<file path="src/gpcb_pkg.sv">
// Purpose: Shared constants and carriers for the GPIO pin configuration bank
// Assumes: One clock; registers reached over Avalon-MM with waitrequest
// Notes: Register offsets are indices; byte address is four times the index
package gpcb_pkg;

    // Pins handled by this bank, slot 0 is port 3 bit 2
    localparam int NUM_PINS = 9;
    localparam int NUM_EVT = 2;

    // Register indices of the pin configuration registers
    localparam logic [5:0] IDX_PIN_3_2 = 6'h35;
    localparam logic [5:0] IDX_PIN_3_3 = 6'h36;
    localparam logic [5:0] IDX_PIN_3_4 = 6'h37;
    localparam logic [5:0] IDX_PIN_3_5 = 6'h38;
    localparam logic [5:0] IDX_PIN_3_6 = 6'h39;
    localparam logic [5:0] IDX_PIN_3_7 = 6'h3a;
    localparam logic [5:0] IDX_PIN_4_0 = 6'h3b;
    localparam logic [5:0] IDX_PIN_4_1 = 6'h3c;
    localparam logic [5:0] IDX_PIN_4_2 = 6'h3d;

    // Register indices of the interrupt registers
    localparam logic [5:0] IDX_IRQ_STATUS = 6'h10;
    localparam logic [5:0] IDX_IRQ_CLEAR = 6'h11;
    localparam logic [5:0] IDX_IRQ_ENABLE = 6'h12;

    // Slots of each pin inside the bank
    localparam int PIN_3_2 = 0;
    localparam int PIN_3_3 = 1;
    localparam int PIN_3_4 = 2;
    localparam int PIN_3_5 = 3;
    localparam int PIN_3_6 = 4;
    localparam int PIN_3_7 = 5;
    localparam int PIN_4_0 = 6;
    localparam int PIN_4_1 = 7;
    localparam int PIN_4_2 = 8;

    // Reset values
    localparam logic [7:0] RST_STBY_GPIO = 8'h01;
    localparam logic [7:0] RST_STBY_FAN = 8'h01;
    localparam logic [7:0] RST_MAIN_FAN = 8'h00;
    localparam logic [7:0] RST_STBY_IR_RX = 8'h05;
    localparam logic [7:0] RST_IR_TX = 8'h04;

    // Writable bits; reserved bits stay zero
    localparam logic [7:0] MASK_ONE_ROLE = 8'h87;
    localparam logic [7:0] MASK_TWO_ROLE = 8'h8f;

    // Role codes of the two-bit selector
    localparam logic [1:0] ROLE_GPIO = 2'h0;
    localparam logic [1:0] ROLE_DENSITY = 2'h1;
    localparam logic [1:0] ROLE_EDGE_IRQ = 2'h2;

    // Event bits in status, clear and enable
    localparam int EVT_EDGE = 0;
    localparam int EVT_POWER = 1;

    // Layout of one configuration byte
    typedef struct packed {
        logic open_drain;   // Bit 7
        logic [2:0] rsv;    // Bits 6:4
        logic [1:0] role;   // Bits 3:2, bit 2 alone in one-role pins
        logic invert;       // Bit 1
        logic input_dir;    // Bit 0
    } gpcb_cfg_s;

    // Avalon-MM request from the master
    typedef struct packed {
        logic read;
        logic write;
        logic [7:0] address;
        logic [31:0] writedata;
    } gpcb_avs_req_s;

    // Avalon-MM answer to the master
    typedef struct packed {
        logic waitrequest;
        logic [31:0] readdata;
    } gpcb_avs_rsp_s;

    // Alternate function sources driven by on-chip units
    typedef struct packed {
        logic fan_speed_out_second;
        logic fan_speed_out_first;
        logic infrared_transmit_second;
        logic keyboard_reset_out_n;
        logic gate_a20_out;
        logic drive_density_select_0;
        logic drive_density_select_1;
        logic power_event_out_n;
    } gpcb_alt_s;

    // Pin drive pair
    typedef struct packed {
        logic [NUM_PINS-1:0] out;
        logic [NUM_PINS-1:0] oe;
    } gpcb_pins_s;

endpackage

</file>
<file path="src/gpcb_bank.sv">
// Purpose: Configuration bank for GPIO pins of ports 3 and 4
// Assumes: rst_n is the standby power-on reset; other resets are sync pulses
// Notes: Avalon-MM slave answers every request after one wait cycle
`timescale 1ns/1ps
module gpcb_bank (
    input wire logic clock,
    input wire logic rst_n,
    input wire logic main_power_on_reset,
    input wire logic hard_reset,
    input wire gpcb_pkg::gpcb_avs_req_s avs_req,
    output gpcb_pkg::gpcb_avs_rsp_s avs_rsp,
    input wire logic [gpcb_pkg::NUM_PINS-1:0] pin_in,
    output logic [gpcb_pkg::NUM_PINS-1:0] pin_out,
    output logic [gpcb_pkg::NUM_PINS-1:0] pin_oe,
    input wire logic [gpcb_pkg::NUM_PINS-1:0] gpio_out_data,
    output logic [gpcb_pkg::NUM_PINS-1:0] gpio_in_data,
    input wire gpcb_pkg::gpcb_alt_s alt,
    output logic infrared_receive_second,
    output logic irq
);

    // Whole state of the bank
    typedef struct packed {
        gpcb_pkg::gpcb_cfg_s [gpcb_pkg::NUM_PINS-1:0] cfg;
        gpcb_pkg::gpcb_avs_rsp_s rsp;
        gpcb_pkg::gpcb_pins_s pins;
        logic [gpcb_pkg::NUM_PINS-1:0] gpio_in;
        logic ir_rx;
        logic edge_prev;
        logic power_prev;
        logic [gpcb_pkg::NUM_EVT-1:0] status;
        logic [gpcb_pkg::NUM_EVT-1:0] enable;
        logic irq;
    } gpcb_state_s;

    gpcb_state_s st;      // Registered state
    gpcb_state_s next_st; // Next state

    // Per-pin wiring
    logic [gpcb_pkg::NUM_PINS-1:0] alt_on;
    logic [gpcb_pkg::NUM_PINS-1:0] alt_val;
    logic [gpcb_pkg::NUM_PINS-1:0] drv_out;
    logic [gpcb_pkg::NUM_PINS-1:0] drv_oe;
    logic [gpcb_pkg::NUM_PINS-1:0] in_val;

    // True when the index hits a pin register
    function automatic logic is_pin_reg(input logic [5:0] idx);
        return (idx >= gpcb_pkg::IDX_PIN_3_2) && (idx <= gpcb_pkg::IDX_PIN_4_2);
    endfunction

    // Slot of a pin register index
    function automatic logic [3:0] slot_of(input logic [5:0] idx);
        logic [5:0] diff;
        diff = idx - gpcb_pkg::IDX_PIN_3_2;
        return diff[3:0];
    endfunction

    // Writable bits of a slot; only pin 4.1 has a two-bit role
    function automatic logic [7:0] write_mask(input logic [3:0] slot);
        if (slot == 4'(gpcb_pkg::PIN_4_1)) begin
            return gpcb_pkg::MASK_TWO_ROLE;
        end
        return gpcb_pkg::MASK_ONE_ROLE;
    endfunction

    // Alternate sources in slot order; receive pin drives nothing of its own
    assign alt_val = {
        alt.power_event_out_n,
        alt.drive_density_select_1,
        alt.drive_density_select_0,
        alt.gate_a20_out,
        alt.keyboard_reset_out_n,
        alt.infrared_transmit_second,
        1'b0,
        alt.fan_speed_out_first,
        alt.fan_speed_out_second
    };

    // Output role select per pin
    always_comb begin
        for (int i = 0; i < gpcb_pkg::NUM_PINS; i++) begin
            alt_on[i] = st.cfg[i].role[0];
        end
        // Receive pin is an input role, its drive stays GPIO
        alt_on[gpcb_pkg::PIN_3_4] = 1'b0;
        // Only code 01 drives density select 1; 10 is an input role, 11 reserved
        alt_on[gpcb_pkg::PIN_4_1] = (st.cfg[gpcb_pkg::PIN_4_1].role == gpcb_pkg::ROLE_DENSITY);
    end

    // One driver per pin
    for (genvar g = 0; g < gpcb_pkg::NUM_PINS; g++) begin : g_pin
        gpcb_pin_drv u_drv (
            .cfg(st.cfg[g]),
            .alt_on(alt_on[g]),
            .alt_val(alt_val[g]),
            .gpio_val(gpio_out_data[g]),
            .pin_in(pin_in[g]),
            .pin_out(drv_out[g]),
            .pin_oe(drv_oe[g]),
            .in_val(in_val[g])
        );
    end

    // Bus, register, pin and event logic
    always_comb begin
        logic [5:0] idx;
        logic [3:0] slot;
        logic accept_wr;
        logic [gpcb_pkg::NUM_EVT-1:0] clr;
        logic [gpcb_pkg::NUM_EVT-1:0] set;
        logic edge_role;
        logic power_on;
        idx = avs_req.address[7:2];
        slot = slot_of(idx);
        accept_wr = avs_req.write && !st.rsp.waitrequest;
        clr = '0;
        set = '0;
        edge_role = 1'b0;
        power_on = 1'b0;
        next_st = st;

        // Wait one cycle, then answer; waitrequest low for exactly one edge
        next_st.rsp.waitrequest = 1'b1;
        next_st.rsp.readdata = 32'h0000_0000;
        if ((avs_req.read || avs_req.write) && st.rsp.waitrequest) begin
            next_st.rsp.waitrequest = 1'b0;
            if (avs_req.read) begin
                if (is_pin_reg(idx)) begin
                    next_st.rsp.readdata = {24'h00_0000, st.cfg[slot]};
                end else if (idx == gpcb_pkg::IDX_IRQ_STATUS) begin
                    next_st.rsp.readdata = {30'h0000_0000, st.status};
                end else if (idx == gpcb_pkg::IDX_IRQ_ENABLE) begin
                    next_st.rsp.readdata = {30'h0000_0000, st.enable};
                end
                // Unmapped and clear register read as zero
            end
        end

        // Writes land on the edge where waitrequest is seen low
        // Reserved bits are masked on the way in, so reads need no filter
        if (accept_wr) begin
            if (is_pin_reg(idx)) begin
                next_st.cfg[slot] = avs_req.writedata[7:0] & write_mask(slot);
            end else if (idx == gpcb_pkg::IDX_IRQ_CLEAR) begin
                clr = avs_req.writedata[gpcb_pkg::NUM_EVT-1:0];
            end else if (idx == gpcb_pkg::IDX_IRQ_ENABLE) begin
                next_st.enable = avs_req.writedata[gpcb_pkg::NUM_EVT-1:0];
            end
        end

        // Main power-on and hard reset; pins without a value here keep theirs
        // Placed after the bus write so a warm reset wins over a write in the same cycle
        if (main_power_on_reset || hard_reset) begin
            next_st.cfg[gpcb_pkg::PIN_3_2] = gpcb_pkg::RST_MAIN_FAN;
            next_st.cfg[gpcb_pkg::PIN_3_3] = gpcb_pkg::RST_MAIN_FAN;
            next_st.cfg[gpcb_pkg::PIN_3_5] = gpcb_pkg::RST_IR_TX;
        end

        // Registered pin drive and sampled inputs
        next_st.pins.out = drv_out;
        next_st.pins.oe = drv_oe;
        next_st.gpio_in = in_val;
        // Receive idles high while the pin is in GPIO role
        next_st.ir_rx = st.cfg[gpcb_pkg::PIN_3_4].role[0] ? in_val[gpcb_pkg::PIN_3_4] : 1'b1;

        // Either-edge interrupt input on pin 4.1
        // History follows the pin in every role, so picking the role raises no false edge
        edge_role = (st.cfg[gpcb_pkg::PIN_4_1].role == gpcb_pkg::ROLE_EDGE_IRQ);
        next_st.edge_prev = in_val[gpcb_pkg::PIN_4_1];
        set[gpcb_pkg::EVT_EDGE] = edge_role && (in_val[gpcb_pkg::PIN_4_1] != st.edge_prev);

        // Power event assertion seen while the pin carries it
        power_on = st.cfg[gpcb_pkg::PIN_4_2].role[0] && !alt.power_event_out_n;
        next_st.power_prev = power_on;
        set[gpcb_pkg::EVT_POWER] = power_on && !st.power_prev;

        // Set wins over clear
        next_st.status = (st.status & ~clr) | set;
        next_st.irq = |(next_st.status & next_st.enable);
    end

    // State register; standby reset loads the documented defaults
    always_ff @(posedge clock or negedge rst_n) begin
        if (!rst_n) begin
            st <= '0;
            st.rsp.waitrequest <= 1'b1;
            st.cfg[gpcb_pkg::PIN_3_2] <= gpcb_pkg::RST_STBY_FAN;
            st.cfg[gpcb_pkg::PIN_3_3] <= gpcb_pkg::RST_STBY_FAN;
            st.cfg[gpcb_pkg::PIN_3_4] <= gpcb_pkg::RST_STBY_IR_RX;
            st.cfg[gpcb_pkg::PIN_3_5] <= gpcb_pkg::RST_IR_TX;
            st.cfg[gpcb_pkg::PIN_3_6] <= gpcb_pkg::RST_STBY_GPIO;
            st.cfg[gpcb_pkg::PIN_3_7] <= gpcb_pkg::RST_STBY_GPIO;
            st.cfg[gpcb_pkg::PIN_4_0] <= gpcb_pkg::RST_STBY_GPIO;
            st.cfg[gpcb_pkg::PIN_4_1] <= gpcb_pkg::RST_STBY_GPIO;
            st.cfg[gpcb_pkg::PIN_4_2] <= gpcb_pkg::RST_STBY_GPIO;
            st.ir_rx <= 1'b1;
        end else begin
            st <= next_st;
        end
    end

    // Outputs straight from the state register
    assign avs_rsp = st.rsp;
    assign pin_out = st.pins.out;
    assign pin_oe = st.pins.oe;
    assign gpio_in_data = st.gpio_in;
    assign infrared_receive_second = st.ir_rx;
    assign irq = st.irq;

    // Helper views of configuration fields
    logic [gpcb_pkg::NUM_PINS-1:0] dir_v;
    logic [gpcb_pkg::NUM_PINS-1:0] od_v;
    logic [gpcb_pkg::NUM_PINS-1:0] inv_v;
    always_comb begin
        for (int i = 0; i < gpcb_pkg::NUM_PINS; i++) begin
            dir_v[i] = st.cfg[i].input_dir;
            od_v[i] = st.cfg[i].open_drain;
            inv_v[i] = st.cfg[i].invert;
        end
    end

    // Write accepted at this edge, as the bank sees it
    logic accept_wr_view;
    assign accept_wr_view = avs_req.write && !st.rsp.waitrequest;
endmodule // gpcb_bank

</file>
<file path="src/gpcb_pin_drv.sv">
// Purpose: Per-pin direction, polarity and driver type
// Assumes: Pin input already synchronous to the clock
// Notes: Purely combinational; the caller registers the results
`timescale 1ns/1ps
module gpcb_pin_drv (
    input wire gpcb_pkg::gpcb_cfg_s cfg,
    input wire logic alt_on,
    input wire logic alt_val,
    input wire logic gpio_val,
    input wire logic pin_in,
    output logic pin_out,
    output logic pin_oe,
    output logic in_val
);

    // Source value after role select and polarity
    logic src;

    // Drive decision
    always_comb begin
        src = (alt_on ? alt_val : gpio_val) ^ cfg.invert;
        pin_out = src;
        if (cfg.input_dir) begin
            pin_oe = 1'b0;
        end else if (cfg.open_drain) begin
            pin_oe = ~src;
        end else begin
            pin_oe = 1'b1;
        end
        in_val = pin_in ^ cfg.invert;
    end

endmodule // gpcb_pin_drv

</file>
<file path="config.mk">
export PLATFORM = sky130hd
export DESIGN_NAME = gpcb_bank
export DESIGN_NICKNAME = d
export VERILOG_FILES = /design/src/gpcb_pkg.sv /design/src/gpcb_bank.sv /design/src/gpcb_pin_drv.sv
export SDC_FILE = /design/constraint.sdc
export NUM_CORES = 1
export LEC_CHECK = 0
export BUFFER_PORTS_ARGS = -buffer_cell sky130_fd_sc_hd__buf_2
export CAP_MARGIN = 30
export CORE_ASPECT_RATIO = 0.8
export CORE_MARGIN = 2
export CORE_UTILIZATION = 52
export CTS_CLUSTER_SIZE = 24
export DETAILED_ROUTE_END_ITERATION = 7
export GPL_ROUTABILITY_DRIVEN = 1
export PLACE_DENSITY = 0.9
export REMOVE_ABC_BUFFERS = 1
export SLEW_MARGIN = 10
export SYNTH_ARGS = -nofsm -noshare
export SYNTH_HDL_FRONTEND = slang
export SYNTH_SLANG_ARGS = --single-unit
</file>
<file path="constraint.sdc">
create_clock -name clock -period 2.15 [get_ports clock]
set_input_delay 0.215 -clock clock [delete_from_list [all_inputs] [get_ports clock]]
set_output_delay 0.215 -clock clock [all_outputs]
set_load 0.01 [all_outputs]
</file>
# [Word-level counts from Yosys, hierarchy flattened]
# Cells that the tools add are included.
[word_totals] reg_bits=140 input_bits=72 output_inout_bits=62
[classes] add_sub_neg=1 magnitude_cmp=4 n_eq_ne=7 mux=55 n_bitwise=32 n_reduce_logical=17
[ops] cell="bitwise mux 72 bit" n=1
[ops] cell="2-to-1 mux 8 bit" n=9
[ops] cell="2-to-1 mux 32 bit" n=2
[ops] cell="2-to-1 mux 33 bit" n=1
[ops] cell="binary-select mux 8 bit (select 4 bit)" n=1
[ops] cell="demux 8 bit (select 4 bit)" n=1
[ops] cell="2-to-1 mux 1 bit" n=30
[ops] cell="== test 6 x 5 -> 1 bit (second input constant)" n=3
[ops] cell="2-to-1 mux 2 bit" n=9
[ops] cell="bitwise XOR 1 bit" n=18
[ops] cell="2-to-1 mux 16 bit" n=1
[ops] cell="NOT 1 bit" n=9
[ops] cell="bitwise AND 8 bit" n=1
[ops] cell="logical AND 1 bit" n=7
[ops] cell=">= comparator 6 bit (second input constant)" n=1
[ops] cell="less-or-equal comparator 6 bit (second input constant)" n=1
[ops] cell="less-than comparator 4 x 5 -> 1 bit (second input constant)" n=1
[ops] cell="bitwise AND 2 bit" n=2
[ops] cell="== test 4 x 3 -> 1 bit (second input constant)" n=1
[ops] cell=">= comparator 4 x 1 -> 1 bit (second input constant)" n=1
[ops] cell="AND reduction 2 bit" n=2
[ops] cell="nonzero test 2 bit" n=2
[ops] cell="subtractor 4 x 3 -> 4 bit (second input constant)" n=1
[ops] cell="logical NOT 1 bit" n=3
[ops] cell="7 further kinds" n=8

# [Longest topological paths before layout]
# Gate-level depths: netlist (run 1).
[depth] ltp_word=13 mapped_depth=11 mapped_depth_nobuf=7

# [Modules after synthesis]
# A second synthesis (run 1) with hierarchy kept.
[hier_totals] cells_unflattened=350 hier_area_um2=4433.0
[modules_own_cells] mod="gpcb_bank" instances=1 cells_each=314 area_per_inst_um2=4140.2 seq_area_each_um2=2167.1
[modules_own_cells] mod="gpcb_pin_drv" instances=9 cells_each=4 area_per_inst_um2=32.5 seq_area_each_um2=0.0

# [Least setup slack after synthesis (run 1)]
# OpenSTA, ideal clock, no wires.
[synth_timing] kind="input -> register" startpoint="input port avs_req[34] (netlist bit)" endpoint="register alt_on[5] (netlist name)" setup_time_ns=0.125 t_arrival_ns=2.171 t_required_ns=2.025 setup_slack_ns=-0.145 cell_stages=10 path_cell_list="buf_4 -> buf_2 -> inv_1 -> ha_1 -> buf_4 -> nand3b_1 -> a21oi_1 -> and2b_1 -> nand3_1 -> mux2_2"
[synth_between] elab_chain_cells=10
[synth_lines] item="start: declaration" line="gpcb_bank.sv:10" rtl="input wire gpcb_pkg::gpcb_avs_req_s avs_req,"
[synth_lines] item="subtractor 4 x 3 -> 4 bit" line="gpcb_bank.sv:54" rtl="diff = idx - gpcb_pkg::IDX_PIN_3_2;"
[synth_lines] item="== test 4 x 3 -> 1 bit" line="gpcb_bank.sv:60" rtl="if (slot == 4'(gpcb_pkg::PIN_4_1)) begin"
[synth_lines] item="2-to-1 mux 1 bit" line="gpcb_bank.sv:60"
[synth_lines] item="2-to-1 mux 1 bit" line="gpcb_bank.sv:142" rtl="if (is_pin_reg(idx)) begin"
[synth_lines] item="2-to-1 mux 1 bit" line="gpcb_bank.sv:141" rtl="if (accept_wr) begin"
[synth_lines] item="2-to-1 mux 8 bit" line="gpcb_bank.sv:63" rtl="return gpcb_pkg::MASK_ONE_ROLE;"
[synth_lines] item="2-to-1 mux 8 bit" line="gpcb_bank.sv:142"
[synth_lines] item="2-to-1 mux 8 bit" line="gpcb_bank.sv:141"
[synth_lines] item="bitwise AND 8 bit" line="gpcb_bank.sv:143" rtl="next_st.cfg[slot] = avs_req.writedata[7:0] & write_mask(slot);"
[synth_lines] item="bitwise mux 72 bit" line="gpcb_bank.sv:143"
# Several ways; a longest one is shown, not always the timed one. The select of a mux whose other input is x is not followed.
# A chain may end at the register's enable or synchronous reset.

# [Worst setup path in the final report (run 1)]
[layout_timing] startpoint="register st, in the netlist avs_rsp[32]" endpoint="register alt_on[5] (netlist name)"
[layout_between] elab_chain_cells=3
[layout_lines] item="start: declaration" line="gpcb_bank.sv:36" rtl="gpcb_state_s st;"
[layout_lines] item="start signal: assignment" line="gpcb_bank.sv:198" rtl="st <= next_st;"
[layout_lines] item="logical NOT 1 bit"
[layout_lines] item="logical AND 1 bit"
[layout_lines] item="AND reduction 2 bit (no line)"
# No other way between the ends.

==> flow_summary_export.csv, run 1 <==
group,metric,value,unit
routing,viasPerCell,5.35,
hold_path,hold_class,"in -> reg",
sta,timing.final.crit_period,1940,ps
cts,clkTransAtPathRegs,80,ps
hold_path,min_path_cells,2,
setup_path,cp.arrival,2190,ps
synthesis,ys_seq_area_frac,0.500,
floorplan,start_util,0.541,
place,place_area,4520,sq um
global_routing,antenna_found_initial,0,
synthesis,synth-edff-count,0,
sta,whs,29.9,ps
setup_path,critPathKind,"reg -> reg",
setup_path,crit_path_end_kind,"flip-flop",
routing,drt.antenna.violating_nets,0,
place,port-buffer-count,80,
finish,final_nets,489,
cts,cts_setup_buffers,0,
run,cap_viol_max_count,0,
cts,cts_sinks,86,
power_and_ir_drop,p_per_area,750,nW/um^2
floorplan,die_w,106,microns
sta,final-hold-violation-count,0,
synthesis,syn_avg_cell_area,12.0,sq um
finish,final_cell_area,4760,sq um
finish,fillCellCount,643,
synthesis,ys_top_cells_by_area,"dfrtp_1, buf_4, mux2_2, dfstp_2, mux4_2",
cts,cts_made_buffers,9,
floorplan,die-area,9090,sq um
cts,clk_path_buf_depth,2,
floorplan,ios,134,
sta,fmax,515,MHz
synthesis,netlist_area,4340,sq um
sta,rsz0062_at_grt,"no",
sta,finalSetupViolations,0,
routing,dr.first_iter.drc_count,233,
floorplan,core,8020,sq um
synthesis,ys_ff_latch,86,
global_routing,gr-total-overflow,0,
setup_path,reg2reg_depth,5,
global_routing,grt_pass1_wl,14.3,mm
synthesis,synth_top_cell_area_share,0.427,
routing,drc_errors,0,
status,status,"complete, no violations",
power_and_ir_drop,p_total,0.00357,W
routing,drt_first_pass_iters,4,
place,dpl.hpwl,6.65,mm
sta,worst_slew_pin_slew,787,ps
cts,clockRootBuffer,"clkbuf_8",
place,gp_congestion,0.875,
synthesis,yosysWarnings,0,
setup_path,cp_data_required_time,2390,ps
global_routing,grt_max_degree,48,
routing,vias,2808,
setup_path,cp_max_fo,6,
floorplan,rows,29,
setup_path,start_kind,"flip-flop",
finish,antenna_cells,0,
sta,fin_crit_sh,0.904,
synthesis,ys.flop_type,"dfrtp_1",
routing,post_drt_wl_per_cell,17.2,microns
sta,slew_headroom,0.473,
routing,wl,9.01,mm
synthesis,syn_inst,361,
sta,tns,0,ps
power_and_ir_drop,ir_worst_vdd,0.000350,V
synthesis,async_flop_share,1.00,
finish,layout-drive-gt1-share,0.388,
global_routing,grt_pass1_vias,2803,
sta,slew_viol_final,0,
cts,cts_tree,"built",
synthesis,synth_cell_types,44,
sta,finClkSkew,6.73,ps
floorplan,dieHeight,85.7,microns
power_and_ir_drop,p_leak,2.28,nW
finish,syn_to_final_growth,9.84,%
cts,insertion_delay,360,ps
synthesis,synth_top_area_cell,"dfrtp_1",
cts,h-tree-depth,3,
global_routing,grt_usage,0.207,
==> cell families after synthesis <==
| group | synth area share |
|---|---|
| DFF | 0.500 |
| buffers and inverters | 0.125 |
| and+or+nand+nor | 0.0958 |
| muxes | 0.157 |
| AOI/OAI and AO/OA | 0.0626 |
| xor gates and xnor gates | 0.0444 |
| adders and majority gates | 0.0144 |
| other | 0.000864 |
==> state kept, by name, indices dropped and copies added, names as in the netlist, 9 cells and up <==
name / flops
pin_out: 9
dir_v: 9
od_v: 9
gpio_in_data: 9
inv_v: 9
pin_oe: 9
st: 16
==> power breakdown <==
| part | switching, W | total (W) | internal, W |
|---|---|---|---|
| clock network | 0.000553 | 0.00132 | 0.000769 |
| registers | 0.0000630 | 0.00179 | 0.00173 |
| logic | 0.000263 | 0.000463 | 0.000199 |
| total | 0.000879 | 0.00357 | 0.00269 |
==> cell usage after synthesis, types with 3 or more instances <==
master / instances
dfstp_2: 12
a21oi_1: 18
dfrtp_1: 74
nor2_1: 12
nand2_1: 12
ha_1: 5
inv_1: 9
mux2_2: 30
xnor2_1: 9
and3_1: 5
mux2i_1: 12
nand3b_1: 3
nand3_1: 16
buf_2: 4
mux4_2: 10
nor2b_1: 4
and2_1: 4
o21ai_0: 9
clkbuf_1: 5
xor2_1: 13
buf_4: 62
==> metrics by stage <==
| stage | setup slack, ps | instances | util |
|---|---|---|---|
| 2_1_floorplan | 208 | 313 | - |
| 3_3_place_gp | -0.898 | 508 | 0.564 |
| 3_5_place_dp | -155 | 508 | 0.564 |
| 4_1_cts | 231 | 525 | 0.594 |
| 5_1_grt | 83.3 | 525 | 0.594 |
| 6_report | 206 | 525 | 0.594 |
==> worst max-delay path, stage by stage (launching register included) <==
cell and delay [ps]:
dfstp_2 400, nor2b_1 190, nor2b_1 360, and2b_1 260
nand3_1 260, mux2_2 360
==> path summary, 6_finish.rpt <==
kind / start / to / slack (ps)
max in group asynchronous: rst_n / dir_v[1] / 1090
worst min-delay path: pin_in[4] / gpio_in_data[4] / 30
min in group asynchronous: rst_n / pin_oe[5] / 370
worst max-delay path: avs_rsp[32] / alt_on[5] / 210
worst max register to register: avs_rsp[32] / alt_on[5] / 210
worst min register to register: od_v[5] / pin_oe[5] / 480
==> cells in the final DEF (no fill, tap or decap), drive strengths merged, types with 11 or more instances in the layout <==
master / instances
a21oi: 18
dfstp: 12
nor2: 12
clkbuf: 11
dfrtp: 74
buf: 87
conb: 25
nand2: 12
nand3: 17
mux2i: 12
xor2: 13
mux2: 30
==> final cells by class <==
| cell class | count | area (sq um) | area share |
|---|---|---|---|
| Clock buffer | 11 | 131 | 0.0276 |
| Clock inverter | 5 | 100 | 0.0210 |
| Sequential cell | 86 | 2170 | 0.455 |
| Inverter | 9 | 33.8 | 0.00709 |
| Timing Repair Buffer | 88 | 478 | 0.100 |
| Tap cell | 108 | 135 | 0.0284 |
| Multi-Input combinational cell | 218 | 1720 | 0.361 |
==> metal layers <==
metal / global-route usage / up-vias / wire [microns] / part of all wire
li1: - / 1271 / - / -
met1: 0.272 / 1382 / 3690 / 0.41
met2: 0.321 / 131 / 4430 / 0.49
met3: 0.0745 / 24 / 680 / 0.075
met4: 0.0706 / 0 / 210 / 0.023
met5: 0 / - / 0 / 0
==> timing repair <==
item,in CTS,in global routing
hold buffers,1,0
endpoints found under the hold margin,36,0
gates resized for setup,0,0
No activity file was read; power rests on OpenSTA's default activity.
==> run 2, diff against run 1 <==
--- a/config.mk
+++ b/config.mk
@@ -13,6 +13,7 @@
 export CTS_CLUSTER_SIZE = 24
 export DETAILED_ROUTE_END_ITERATION = 7
 export GPL_ROUTABILITY_DRIVEN = 1
+export MAX_ROUTING_LAYER = met4
 export PLACE_DENSITY = 0.9
 export REMOVE_ABC_BUFFERS = 1
 export SLEW_MARGIN = 10
==> run 2 against run 1 <==
  * Combinational power hardly changed
  * Via count down 2.6%
  * Total power fell by 7.8%
  * Clock-buffer cell count increased by 2
  * Cell area fell by 0.95%
  * Non-clock buffer count is the same
  * Maximum frequency increased by 0.81%
  * Cell count stayed put
  * First-iteration DRC count is 1.7% higher
  * Utilization decreased by 0.56 points
==> flow_summary_export.csv, run 2 (same netlist as run 1, synthesis figures left out) <==
group,metric,value,unit
finish,final_nets,489,
routing,drc_errors,0,
floorplan,die_w,106,microns
finish,largest_reg_flops,16,
sta,slew_viol_final,0,
finish,syn_to_final_growth,8.80,%
sta,timing.final.crit_period,1930,ps
cts,insertion_delay,360,ps
routing,dr.first_iter.drc_count,237,
routing,drt_first_pass_iters,5,
place,place_area,4520,sq um
sta,finClkSkew,5.53,ps
status,status,"complete, no violations",
finish,antenna_cells,0,
cts,cts_sinks,86,
run,cap_viol_max_count,0,
setup_path,cpMostUsedCell,"nor2b_1",
place,dpl.hpwl,6.56,mm
cts,cts_resized,0,
sta,finalSetupViolations,0,
setup_path,cp_data_required_time,2390,ps
routing,viasPerCell,5.21,
place,port-buffer-count,80,
power_and_ir_drop,p_sw,0.000861,W
global_routing,grt_usage,0.211,
power_and_ir_drop,p_comb_frac,0.140,
setup_path,crit_path_end_kind,"flip-flop",
floorplan,rows,29,
cts,cts_setup_buffers,0,
cts,cts_tree,"built",
power_and_ir_drop,ir_worst_vdd,0.000381,V
setup_path,reg2reg_depth,5,
finish,top_register,"st",
setup_path,start_kind,"flip-flop",
floorplan,ios,134,
hold_path,hold_class,"in -> reg",
finish,final_common_cell,"buf_2",
sta,fin_crit_sh,0.897,
hold_path,min_path_cells,2,
cts,clk_path_buf_depth,2,
routing,drt.antenna.violating_nets,0,
floorplan,core,8020,sq um
place,gp_congestion,0.888,
setup_path,crit_path_cell_trace,"nor2b_1 -> nor2b_1 -> and2b_1 -> nand3_1 -> mux2_2",
global_routing,grt_pass1_vias,2752,
finish,layout-drive-gt1-share,0.391,
finish,final_cells,525,
finish,final_cell_area,4720,sq um
sta,tns,0,ps
sta,rsz0062_at_grt,"no",
setup_path,r2r-start,"avs_rsp[32]",
cts,clkTransAtPathRegs,80,ps
power_and_ir_drop,intPower,0.00244,W
cts,cts_made_buffers,9,
place,placedCellCount,508,
finish,final_cell_mix,"buf_2, dfrtp_1, mux2_2, conb_1, a21oi_1",
floorplan,start_util,0.541,
sta,slew_headroom,0.474,
routing,wl,8.84,mm
setup_path,cp_max_fo,6,
setup_path,r2r_end,"st[119]",
setup_path,rrSetupSlack,220,ps
global_routing,antenna_found_initial,0,
setup_path,critPathKind,"reg -> reg",
cts,clockRootBuffer,"clkbuf_8",
global_routing,grt_pass1_wl,14.2,mm
hold_path,hp-start,"pin_in[1]",
routing,post_drt_wl_per_cell,16.8,microns
global_routing,gr-total-overflow,0,
setup_path,crit_path_top_delay_cell,"dfstp_2",
power_and_ir_drop,p_per_area,698,nW/um^2
power_and_ir_drop,swShare,0.261,
routing,vias,2735,
setup_path,worst_path_largest_cell_delay,400,ps
global_routing,grt_max_degree,47,
power_and_ir_drop,pwr-share-clk,0.319,
sta,final-hold-violation-count,0,
sta,fmax,519,MHz
sta,worst_slew_pin_slew,786,ps
floorplan,dieHeight,85.7,microns
cts,h-tree-depth,3,
finish,fillCellCount,661,
hold_path,holdPathEnd,"gpio_in_data[1]",
power_and_ir_drop,p_seq_frac,0.541,
setup_path,cp.arrival,2170,ps
floorplan,die-area,9090,sq um
power_and_ir_drop,p_leak,2.26,nW
sta,whs,19.0,ps
## run 2: cell count changes in the layout (fill, tap and decap cells not counted)
cell / delta
clkbuf_8: +3
clkbuf_1: -1
bufinv_16: -3
clkinvlp_4: +1
## run 2: layout make-up
type | count | area [sq um] | share of cell area
sequential | 86 | 2170 | 0.459
timing repair buffer | 88 | 478 | 0.101
tap | 108 | 135 | 0.0286
clock inverter | 3 | 17.5 | 0.00371
clock buffer | 13 | 169 | 0.0358
multi-input combinational | 218 | 1720 | 0.364
inverter | 9 | 33.8 | 0.00716
## run 2: repair_timing
item,in CTS,in global routing
setup endpoints to repair,0,0
hold endpoints to repair,36,0
hold buffers,1,0
## run 2: worst max-delay path, delay by kind of cell (launching register included)
family / cells / cell delay, ps
and+or+nand+nor: 4 / 1060
DFF: 1 / 400
muxes: 1 / 360
## run 2: routing by layer
metal / track usage / share of wire / vias up / wire, microns
met4: 0.0742 / 0.015 / 0 / 133
met2: 0.326 / 0.49 / 118 / 4340
met5: - / 0 / - / 0
met3: 0.0456 / 0.075 / 13 / 663
met1: 0.278 / 0.42 / 1336 / 3700
li1: - / - / 1268 / -
## run 2: worst max-delay path by stage
stage | start | endpoint | cells after the start
2_1_floorplan | avs_req[34] | alt_on[4] | 6
3_3_place_gp | avs_req[35] | st[95] | 7
3_5_place_dp | avs_req[35] | st[95] | 7
4_1_cts | avs_rsp[32] | st[119] | 5
5_1_grt | avs_rsp[32] | st[119] | 5
6_report | avs_rsp[32] | st[119] | 5
## run 2: metrics by stage
stage	util	total power [W]	worst slack, ps
detailed placement	0.564	0.00228	-130
floorplan	-	0.00205	208
CTS	0.589	0.00332	251
global route	0.589	0.00344	104
global placement	0.564	0.00225	-0.729
finish	0.589	0.00330	222
## run 2: power groups by stage
stage          Sequential [W]  Clock, W  Combinational, W
2_1_floorplan         0.00183         0          0.000220
3_3_place_gp          0.00181         0          0.000442
3_5_place_dp          0.00182         0          0.000460
4_1_cts               0.00178   0.00107          0.000462
5_1_grt               0.00180   0.00114          0.000503
6_report              0.00178   0.00105          0.000461
